===== src/logic/crpg_pkg.sv =====
// package of constants for the code read protection gate
package crpg_pkg;
    // width of the stored protection pattern word
    localparam int unsigned PATTERN_W = 32;
    // protection patterns held at the dedicated flash location (plain defaults)
    localparam logic [31:0] PATTERN_LEVEL_ONE = 32'h12345678;
    localparam logic [31:0] PATTERN_LEVEL_TWO = 32'h87654321;
    localparam logic [31:0] PATTERN_LEVEL_THREE = 32'h43218765;
    // serial programming command codes
    localparam int unsigned CMD_W = 4;
    localparam logic [3:0] CMD_UNLOCK = 4'h0;
    localparam logic [3:0] CMD_READ = 4'h1;
    localparam logic [3:0] CMD_WRITE_RAM = 4'h2;
    localparam logic [3:0] CMD_PREPARE = 4'h3;
    localparam logic [3:0] CMD_COPY_TO_FLASH = 4'h4;
    localparam logic [3:0] CMD_ERASE = 4'h5;
    localparam logic [3:0] CMD_BLANK_CHECK = 4'h6;
    localparam logic [3:0] CMD_GO = 4'h7;
    localparam logic [3:0] CMD_READ_ID = 4'h8;
    localparam logic [3:0] CMD_COMPARE = 4'h9;
    // sector numbers
    localparam int unsigned SECTOR_W = 5;
    localparam logic [4:0] SECTOR_BOOT = 5'h00;
    localparam logic [4:0] SECTOR_LAST = 5'h1B;
    // protection level encoding
    typedef enum logic [1:0] {
        CRPG_OPEN = 2'b00,
        CRPG_LEVEL_ONE = 2'b01,
        CRPG_LEVEL_TWO = 2'b10,
        CRPG_LEVEL_THREE = 2'b11
    } crpg_level_e;
endpackage


===== src/logic/crpg_gate.sv =====
// access gate that applies the code read protection level to debug and serial paths
`timescale 1ns/100ps
`default_nettype none
module crpg_gate (
    // clock and reset
    input wire logic ref_clk,
    input wire logic rstn,
    // stored protection word from the dedicated flash location
    input wire logic [31:0] pattern,
    input wire logic pattern_valid,
    // boundary-scan debug request from the probe
    input wire logic debug_req,
    // boot-time entry pin, active low
    input wire logic programming_entry_pin_n,
    // application request to re-enter serial programming mode
    input wire logic app_reinvoke,
    // serial programming command from the host
    input wire logic isp_cmd_valid,
    input wire logic [3:0] isp_cmd,
    input wire logic [4:0] isp_sector_lo,
    input wire logic [4:0] isp_sector_hi,
    // application programming call
    input wire logic iap_cmd_valid,
    input wire logic [3:0] iap_cmd,
    input wire logic [4:0] iap_sector_lo,
    input wire logic [4:0] iap_sector_hi,
    // protection level held since reset
    output logic [1:0] read_protection,
    output logic level_latched,
    // debug port enable
    output logic debug_enable,
    // serial programming mode active
    output logic serial_programming_mode,
    // serial command verdict, one-cycle pulses
    output logic isp_accept,
    output logic isp_reject,
    output logic [3:0] isp_cmd_out,
    output logic [4:0] isp_sector_lo_out,
    output logic [4:0] isp_sector_hi_out,
    // application call passed through, one-cycle pulse
    output logic iap_issue,
    output logic [3:0] iap_cmd_out,
    output logic [4:0] iap_sector_lo_out,
    output logic [4:0] iap_sector_hi_out
);
    // reset synchroniser stages; only the second is used
    logic rst_meta;
    logic rst_sync;
    // decoded level from the live pattern
    crpg_pkg::crpg_level_e decoded;
    // held level, taken once after reset release
    crpg_pkg::crpg_level_e level;
    // set once the level has been captured
    logic captured;
    // whole-device erase has happened at level two
    logic erased;
    // combinational command verdict
    logic next_accept;
    logic sector0_touch;
    logic full_range;

    // two-stage release of the asynchronous reset
    always_ff @(posedge ref_clk or negedge rstn) begin
        if (!rstn) begin
            rst_meta <= 1'b0;
            rst_sync <= 1'b0;
        end else begin
            rst_meta <= 1'b1;
            rst_sync <= rst_meta;
        end
    end

    // pattern compare lives in its own small decoder
    crpg_level_decode u_decode (
        .pattern(pattern),
        .level(decoded)
    );

    // capture the level once, when flash has delivered the pattern
    // the latch never reopens, so a later flash write cannot loosen it
    // pattern_valid may stay high; the captured flag alone blocks a second take
    always_ff @(posedge ref_clk or negedge rst_sync) begin
        if (!rst_sync) begin
            level <= crpg_pkg::CRPG_LEVEL_THREE; // strictest until known
            captured <= 1'b0;
        end else if (!captured && pattern_valid) begin
            level <= decoded;
            captured <= 1'b1;
        end
    end

    // level outputs follow the held level
    always_ff @(posedge ref_clk or negedge rst_sync) begin
        if (!rst_sync) begin
            read_protection <= 2'b11;
            level_latched <= 1'b0;
        end else begin
            read_protection <= level;
            level_latched <= captured;
        end
    end

    // debug port is only open with no protection and a captured level
    // held closed before capture so a probe cannot slip in during boot
    always_ff @(posedge ref_clk or negedge rst_sync) begin
        if (!rst_sync) begin
            debug_enable <= 1'b0;
        end else begin
            debug_enable <= captured && (level == crpg_pkg::CRPG_OPEN);
        end
    end

    // serial programming entry: pin at boot, or the application's request
    // mode is sticky: only a reset leaves it
    always_ff @(posedge ref_clk or negedge rst_sync) begin
        if (!rst_sync) begin
            serial_programming_mode <= 1'b0;
        end else if (app_reinvoke && captured) begin
            serial_programming_mode <= 1'b1; // honoured at every level
        end else if (!captured && pattern_valid && !programming_entry_pin_n) begin
            // pin only counts at boot, and not at level three
            serial_programming_mode <= (decoded != crpg_pkg::CRPG_LEVEL_THREE);
        end
    end

    // sector range checks for the host command
    // a range starting at sector 0 always covers it, so lo alone decides
    assign sector0_touch = (isp_sector_lo == crpg_pkg::SECTOR_BOOT);
    assign full_range = (isp_sector_lo == crpg_pkg::SECTOR_BOOT) && (isp_sector_hi == crpg_pkg::SECTOR_LAST);

    // command filter per level
    // reads, compares and jumps are never in a protected subset
    always_comb begin
        next_accept = 1'b0;
        unique case (level)
            crpg_pkg::CRPG_OPEN: begin
                next_accept = 1'b1;
            end
            crpg_pkg::CRPG_LEVEL_ONE: begin
                // no reads or compares; writes and erases avoid sector 0
                unique case (isp_cmd)
                    crpg_pkg::CMD_UNLOCK, crpg_pkg::CMD_WRITE_RAM, crpg_pkg::CMD_BLANK_CHECK,
                    crpg_pkg::CMD_READ_ID: next_accept = 1'b1;
                    crpg_pkg::CMD_PREPARE, crpg_pkg::CMD_ERASE,
                    crpg_pkg::CMD_COPY_TO_FLASH: next_accept = !sector0_touch;
                    default: next_accept = 1'b0;
                endcase
            end
            crpg_pkg::CRPG_LEVEL_TWO: begin
                // only unlock, ID read and a whole prepare or erase, then writes and any prepare or erase once the part is blank
                unique case (isp_cmd)
                    crpg_pkg::CMD_UNLOCK, crpg_pkg::CMD_READ_ID: next_accept = 1'b1;
                    crpg_pkg::CMD_PREPARE, crpg_pkg::CMD_ERASE: next_accept = full_range || erased;
                    crpg_pkg::CMD_WRITE_RAM, crpg_pkg::CMD_COPY_TO_FLASH: next_accept = erased;
                    default: next_accept = 1'b0;
                endcase
            end
            crpg_pkg::CRPG_LEVEL_THREE: begin
                next_accept = 1'b0;
            end
        endcase
    end

    // level two remembers a completed whole erase until reset
    always_ff @(posedge ref_clk or negedge rst_sync) begin
        if (!rst_sync) begin
            erased <= 1'b0;
        end else if (isp_cmd_valid && serial_programming_mode && level == crpg_pkg::CRPG_LEVEL_TWO
                     && isp_cmd == crpg_pkg::CMD_ERASE && full_range) begin
            erased <= 1'b1;
        end
    end

    // serial command verdict; nothing passes outside programming mode
    // commands are rejected rather than dropped so the host always sees a verdict
    // the copies of command and sectors follow every strobe, accepted or not
    always_ff @(posedge ref_clk or negedge rst_sync) begin
        if (!rst_sync) begin
            isp_accept <= 1'b0;
            isp_reject <= 1'b0;
            isp_cmd_out <= 4'h0;
            isp_sector_lo_out <= 5'h00;
            isp_sector_hi_out <= 5'h00;
        end else begin
            isp_accept <= isp_cmd_valid && serial_programming_mode && next_accept;
            isp_reject <= isp_cmd_valid && !(serial_programming_mode && next_accept);
            isp_cmd_out <= isp_cmd;
            isp_sector_lo_out <= isp_sector_lo;
            isp_sector_hi_out <= isp_sector_hi;
        end
    end

    // application calls pass with one register stage and no filter
    // a filter here would break updates that the application owns
    always_ff @(posedge ref_clk or negedge rst_sync) begin
        if (!rst_sync) begin
            iap_issue <= 1'b0;
            iap_cmd_out <= 4'h0;
            iap_sector_lo_out <= 5'h00;
            iap_sector_hi_out <= 5'h00;
        end else begin
            iap_issue <= iap_cmd_valid;
            iap_cmd_out <= iap_cmd;
            iap_sector_lo_out <= iap_sector_lo;
            iap_sector_hi_out <= iap_sector_hi;
        end
    end

    // the test clock limit is the probe's duty; debug_req is not timed here
    logic unused_debug_req;
    assign unused_debug_req = debug_req;
endmodule
`default_nettype wire


===== src/logic/crpg_level_decode.sv =====
// decoder from the stored protection pattern to a protection level
`timescale 1ns/100ps
`default_nettype none
module crpg_level_decode (
    // stored pattern word
    input wire logic [31:0] pattern,
    // decoded level
    output var crpg_pkg::crpg_level_e level
);
    // any other value leaves the device open
    always_comb begin
        if (pattern == crpg_pkg::PATTERN_LEVEL_ONE) begin
            level = crpg_pkg::CRPG_LEVEL_ONE;
        end else if (pattern == crpg_pkg::PATTERN_LEVEL_TWO) begin
            level = crpg_pkg::CRPG_LEVEL_TWO;
        end else if (pattern == crpg_pkg::PATTERN_LEVEL_THREE) begin
            level = crpg_pkg::CRPG_LEVEL_THREE;
        end else begin
            level = crpg_pkg::CRPG_OPEN;
        end
    end
endmodule
`default_nettype wire


===== config.mk =====
export PLATFORM = sky130hd
export DESIGN_NAME = crpg_gate
export DESIGN_NICKNAME = d
export VERILOG_FILES = /design/src/logic/crpg_pkg.sv /design/src/logic/crpg_gate.sv /design/src/logic/crpg_level_decode.sv
export SDC_FILE = /design/constraint.sdc
export NUM_CORES = 1
export LEC_CHECK = 0
export BUFFER_PORTS_ARGS = -buffer_cell sky130_fd_sc_hd__buf_2
export CORE_ASPECT_RATIO = 1.2
export CORE_MARGIN = 10
export CORE_UTILIZATION = 44
export CTS_BUF_LIST = sky130_fd_sc_hd__clkbuf_4
export CTS_CLUSTER_DIAMETER = 60
export DETAILED_ROUTE_END_ITERATION = 6
export PLACE_DENSITY = 0.85
export SLEW_MARGIN = 5
export SYNTH_ARGS = -nofsm -noshare
export SYNTH_HDL_FRONTEND = slang
export SYNTH_SLANG_ARGS = --single-unit

===== constraint.sdc =====
create_clock -name ref_clk -period 2.8 [get_ports ref_clk]
set_input_delay 0 -clock ref_clk [delete_from_list [all_inputs] [get_ports ref_clk]]
set_output_delay 0 -clock ref_clk [all_outputs]
set_load 0.05 [all_outputs]

==> results of run 1 <==
## per-layer routing
layer	vias up	GRT usage [%]	part of all wire [%]
met4	0	5.02	1.3
met2	101	29.6	50
met5	-	0	0
met1	691	16.6	34
met3	8	9.76	14
li1	680	-	-
## cell families (layout without fill, tap and decap cells)
family          Yosys count  in the layout  synth area share (%)
flops                    42             42                  70.7
simple gates             39             39                  18.8
compound gates           15             15                  7.96
buf+inv                   4            155                  1.00
other cells               1              1                 0.251
xor+xnor                  1              1                 0.586
mux                       1              1                 0.754
## tightest hold or removal path, stage by stage
cell and delay [ns]:
buf_2 0.09, nor4b_1 0.05, a32oi_1 0.19, o41ai_1 0.09
## registers in the layout, summed over array words and instances, names as in the netlist
name and cells:
isp_sector_lo_out 5, level 2, erased 1, read_protection 2, rst_meta 1, iap_issue 1, isp_reject 1, iap_sector_lo_out 5
rst_sync 1, debug_enable 1, iap_sector_hi_out 5, level_latched 1, iap_cmd_out 4, serial_programming_mode 1, isp_accept 1, isp_cmd_out 4
isp_sector_hi_out 5, captured 1
## worst max-delay path by stage
stage / startpoint / endpoint / cells past startpoint
4_1_cts: pattern[7] / serial_programming_mode$_DFFE_PN0P_ / 8
5_1_grt: pattern[7] / serial_programming_mode$_DFFE_PN0P_ / 8
6_report: pattern[7] / serial_programming_mode$_DFFE_PN0P_ / 8
3_5_place_dp: captured$_DFFE_PN0P_ / serial_programming_mode$_DFFE_PN0P_ / 4
3_3_place_gp: captured$_DFFE_PN0P_ / serial_programming_mode$_DFFE_PN0P_ / 4
2_1_floorplan: captured$_DFFE_PN0P_ / serial_programming_mode$_DFFE_PN0P_ / 4
## timing repair
action / CTS / global route
hold endpoints to repair: 37 / 0
endpoints found under the setup margin: 0 / 0
gates resized for setup: 0 / 0
hold buffers: 40 / 0
## power by group
group | total (mW) | switching (mW) | internal [mW]
combinational | 0.234 | 0.141 | 0.0936
sequential | 0.639 | 0.00941 | 0.630
clock | 0.377 | 0.192 | 0.185
total | 1.25 | 0.342 | 0.908
## layout by cell type, fill, tap and decap left out, types with 2 or more instances in the layout
cell,count
a21oi_1,2
inv_1,4
nand3_1,2
nand2b_1,2
nand2_1,7
nor4b_1,2
a2bb2oi_1,2
nor3_1,4
nor2_1,2
nor4_1,2
buf_2,102
dfrtp_1,38
clkinv_2,2
dfstp_2,4
clkbuf_4,5
or2_2,2
nand4bb_1,6
nand4b_1,2
dlygate4sd3_1,40
## final cells by class
| cell class | count | area share, % |
|---|---|---|
| clock inverter | 3 | 1.58 |
| inverter | 4 | 0.592 |
| timing repair buffer | 143 | 36.2 |
| multi-input combinational | 57 | 16.7 |
| clock buffer | 5 | 1.48 |
| sequential | 42 | 41.6 |
| tap | 37 | 1.83 |
## per-stage QoR
step                      worst slack (ns)  cell area, um2  utilization, %  instances  hold WS (ns)
after floorplan                       1.41            1490               -        103        -0.296
after global placement                1.35            2060            62.2        243        -0.214
after detailed placement              1.33            2060            62.2        243        -0.214
after CTS                            0.585            2540            76.6        291        0.0668
after global routing                 0.402            2540            76.6        291         0.104
final                                0.521            2540            76.6        291        0.0679
==> out/metrics.yaml, run 1 <==
outcome: "finished clean"
cts_tree: "built"
synth_area_leader_cell: "dfrtp_1"
clkLatencyLatePin_ns: 0.35
cp.required_ns: 3.04
cts_htree_levels: 2
via_count: 1480
viasPerCell: 5.09
critical_path_arrival_ns: 2.51
drt.antenna.violating_nets: 0
tightest_slew_ns: 0.505
antenna_found_initial: 0
synth_fp_nets: 171
rsz0062_at_grt: "false"
grt_max_degree: 31
syn2layout_area_growth_pct: 69.8
synth_ff_type: "dfrtp_1"
async_flop_share_pct: 100
synth_edf_count: 0
power.density_nw_per_um2: 493
core-area_um2: 3310
seq_area_um2: 1060
final_nets: 321
crit_type: "input port to register"
ys_seq_area_share_pct: 70.7
max_freq_mhz: 439
path_common_cell: "dlygate4sd3_1"
grt_first_pass_wirelength_um: 8280
die_w_um: 73.2
diodes: 0
critical_path.top_delay_family: "buffers and inverters"
grt_pass1_vias: 1710
drv_cap: 0
wirelength_um: 5380
dr.pass1.iters: 4
holdPathEnd: "level[0]$_DFFE_PN1P_"
yosys-top-cells-count: "38 x dfrtp_1, 7 x nand2_1, 6 x nand4bb_1"
period_minus_slack_ns: 2.28
synthDominantCellAreaShare_pct: 63.7
grt.overflow.total: 0
r2r_setup_slack_ns: 0.76
fin_skew_ns: 0.0125
drc: 0
min_path_cells: 4
tns_ns: 0
finalCritPeriodShare_pct: 81.4
power_leakage_nw: 1.23
r2r-end: "serial_programming_mode$_DFFE_PN0P_"
cp_slowest_cell: "dlygate4sd3_1"
syn_inst: 103
portBuffers: 102
synth.most_common_cell: "dfrtp_1"
syn-cell-area_um2: 1490
clock-sinks: 42
cp_max_fo: 2
ys_top_cells_by_area: "dfrtp_1 64%, dfstp_2 7.0%, nand4bb_1 4.5%"
slew_viol_final: 0
io_pins: 104
grt_usage_pct: 17.2
end_kind: "register"
max_slew_margin_pct: 66.0
crit_buf_inv: 5
postCtsSetupRepairBufs: 0
dp_hpwl_um: 3650
hold_viol: 0
cts_buffer_depth: 2
multi_input_area_um2: 423
cts_made_buffers: 5
cp-start-kind: "input port"
hold_start: "pattern[8]"
cts.clk_slew.worst_paths_ns: 0.11
synth-seq-cells: 42
routabilityCongestion: 0.763
r2r-start: "captured$_DFFE_PN0P_"
syn_avg_cell_area_um2: 14.5
hold_class: "input port to register"
fillers: 197
synth_cell_type_count: 37
avgRoutedWirePerCell_um: 18.5
total_power_mw: 1.25
peakVddDrop_uv: 528
drive_gt1_share_pct: 48.0
max_stage_delay_ns: 0.61
setup_viol: 0
initial_core_util_pct: 45.1
die_h_um: 83.8
dr.first_iter.drc_count: 97
cts-root-buf: "clkbuf_4"
reg2reg_depth: 5
rows: 23
dieArea_um2: 6140
yosysWarnings: 0
crit_chain: "dlygate4sd3_1, buf_2, nor4_1, dlygate4sd3_1, inv_1, or3_1, a2bb2oi_1, dlygate4sd3_1"
Power figures use the tool's default switching activity.
==> run 2, diff against run 1 <==
Settings changed: CORE_UTILIZATION 44 to 38, PLACE_DENSITY 0.85 to 0.78.
Clock period 2.8 ns to 1.9 ns, I/O delays scaled along.
==> run 2 against run 1 <==
Against the previous run: sequential power increased by 47%; utilization down 7.0 points; flip-flop and latch count did not move; critical endpoint unchanged; worst setup slack worse by 0.38 ns; highest routed layer unchanged; via count is 1.5% lower; first-iteration DRC count is 48% lower; power rose by 57%; cell area increased by 2.2%; wire length down 7.0%.
==> out/metrics.yaml, run 2 (synthesized netlist as in run 1, its figures left out) <==
outcome: "finished clean"  # unchanged
die_w_um: 77.2  # was 73.2 um
placed_cell_area_um2: 2090  # was 2060 um2
via_count: 1458  # was 1480
grt_first_pass_wirelength_um: 8360  # was 8280 um
tns_ns: 0  # unchanged
finalNonFillerCells: 306  # was 291
viasPerCell: 4.76  # was 5.09
peakVddDrop_uv: 413  # was 528 uV
clock-sinks: 42  # unchanged
dpl.cell_count: 258  # was 243
finalCritPeriodShare_pct: 92.6
end_kind: "register"  # unchanged
grt_max_degree: 30  # was 31
cts-root-buf: "clkbuf_4"  # unchanged
dp_hpwl_um: 3570  # was 3650 um
r2r-start: "captured$_DFFE_PN0P_"  # unchanged
max_slew_margin_pct: 64.1  # was 66.0%
hold_viol: 0  # unchanged
hold_start: "pattern[3]"  # was pattern[8]
grt_usage_pct: 15.2  # was 17.2%
antenna_found_initial: 0  # unchanged
fin_skew_ns: 0.0109  # was 0.0125 ns
core-area_um2: 3720  # was 3310 um2
r2r-end: "serial_programming_mode$_DFFE_PN0P_"  # unchanged
slew_viol_final: 0  # unchanged
crit_type: "input port to register"  # unchanged
dieArea_um2: 6850  # was 6140 um2
setup_viol: 0  # unchanged
reg2reg_depth: 4  # was 5
io_pins: 104  # unchanged
routabilityCongestion: 0.786  # was 0.763
drv_cap: 0  # unchanged
initial_core_util_pct: 40.1  # was 45.1%
cp-start-kind: "input port"  # unchanged
power.density_nw_per_um2: 759  # was 493 nW/um2
min_path_cells: 4  # unchanged
drive_gt1_share_pct: 47.6  # was 48.0%
r2r_setup_slack_ns: 0.40  # was 0.76 ns
final_area_um2: 2590  # was 2540 um2
cp.required_ns: 2.13  # was 3.04 ns
drt.antenna.violating_nets: 0  # unchanged
wirelength_um: 5000  # was 5380 um
drc: 0  # unchanged
hold_class: "input port to register"  # unchanged
tightest_slew_ns: 0.539  # was 0.505 ns
dr.first_iter.drc_count: 50  # was 97
path_common_cell: "dlygate4sd3_1"  # unchanged
cts.clk_slew.worst_paths_ns: 0.11  # about the same
die_h_um: 88.7  # was 83.8 um
cp_max_fo: 2  # unchanged
rows: 24  # was 23
final_cell_mix: "102 x buf_2, 40 x dlygate4sd3_1, 38 x dfrtp_1"  # unchanged
grt_pass1_vias: 1696  # was 1710
grt.overflow.total: 0  # unchanged
critical_path_arrival_ns: 1.99  # was 2.51 ns
holdPathEnd: "level[1]$_DFFE_PN1P_"  # was level[0]$_DFFE_PN1P_
rsz0062_at_grt: "false"  # unchanged
syn2layout_area_growth_pct: 73.5  # was 69.8%
final_common_cell: "buf_2"  # unchanged
cp_slowest_cell: "dlygate4sd3_1"  # unchanged
fillers: 283  # was 197
diodes: 0  # unchanged
post_cts_resized: 0  # unchanged
crit_chain: "dlygate4sd3_1, buf_2, nor4_1, dlygate4sd3_1, inv_1, or3_1, a2bb2oi_1"  # was dlygate4sd3_1, buf_2, nor4_1, dlygate4sd3_1, inv_1, or3_1, a2bb2oi_1, dlygate4sd3_1
max_freq_mhz: 568
cts_htree_levels: 2  # unchanged
final_nets: 321  # unchanged
max_stage_delay_ns: 0.59  # was 0.61 ns
power_leakage_nw: 1.24  # was 1.23 nW
cts_tree: "built"  # unchanged
cts_buffer_depth: 2  # unchanged
clkLatencyLatePin_ns: 0.35  # about the same
portBuffers: 102  # unchanged
cts_made_buffers: 5  # unchanged
avgRoutedWirePerCell_um: 16.3  # was 18.5 um
dr.pass1.iters: 4  # unchanged
period_minus_slack_ns: 1.76
==> run 2: worst max path at each step <==
stage                     slack (ns)                                   to  depth (start not counted)                 start
after CTS                       0.14  serial_programming_mode$_DFFE_PN0P_                          7           pattern[23]
after global placement          0.45  serial_programming_mode$_DFFE_PN0P_                          4  captured$_DFFE_PN0P_
final                           0.14  serial_programming_mode$_DFFE_PN0P_                          7           pattern[23]
after detailed placement        0.42  serial_programming_mode$_DFFE_PN0P_                          4  captured$_DFFE_PN0P_
after global routing            0.03  serial_programming_mode$_DFFE_PN0P_                          7           pattern[23]
after floorplan                 0.51  serial_programming_mode$_DFFE_PN0P_                          4  captured$_DFFE_PN0P_
==> run 2: cell type report <==
cell class | count | area, um2 | area share (%)
clock buffer | 5 | 37.5 | 1.45
clock inverter | 3 | 63.8 | 2.46
inverter | 4 | 15.0 | 0.579
multi-input combinational | 57 | 423 | 16.3
sequential | 42 | 1060 | 40.8
tap | 52 | 65.1 | 2.51
timing repair buffer | 143 | 931 | 35.9
==> run 2: worst max-delay path: cells and delay by family <==
kind / cells / cell delay, ns
buf+inv: 4 / 1.30
simple gates: 2 / 0.56
compound gates: 1 / 0.14
==> run 2: routing by layer <==
metal	vias up	global-route usage, %	share of wire [%]
li1	681	-	-
met1	680	16.4	39
met4	0	4.49	1.0
met3	5	7.30	13
met2	92	26.1	47
met5	-	0	0
==> run 2: report_power, final <==
| group | internal [mW] | switching [mW] | total [mW] |
|---|---|---|---|
| logic | 0.143 | 0.205 | 0.348 |
| registers | 0.928 | 0.0139 | 0.942 |
| clock network | 0.405 | 0.270 | 0.676 |
==> run 2: repair_timing <==
item | in CTS | in global routing
setup endpoints to repair | 0 | 0
hold buffers | 40 | 0
endpoints found under the hold margin | 37 | 0
buffers inserted | 0 | 0
==> run 2: through the flow <==
step | utilization (%) | hold WS (ns) | power [mW] | setup WS [ns]
2_1_floorplan | - | -0.296 | 1.11 | 0.506
3_3_place_gp | 56.1 | -0.215 | 1.24 | 0.452
3_5_place_dp | 56.1 | -0.213 | 1.24 | 0.415
4_1_cts | 69.6 | 0.0252 | 1.97 | 0.139
5_1_grt | 69.6 | 0.0450 | 2.05 | 0.0297
6_report | 69.6 | 0.0296 | 1.97 | 0.140
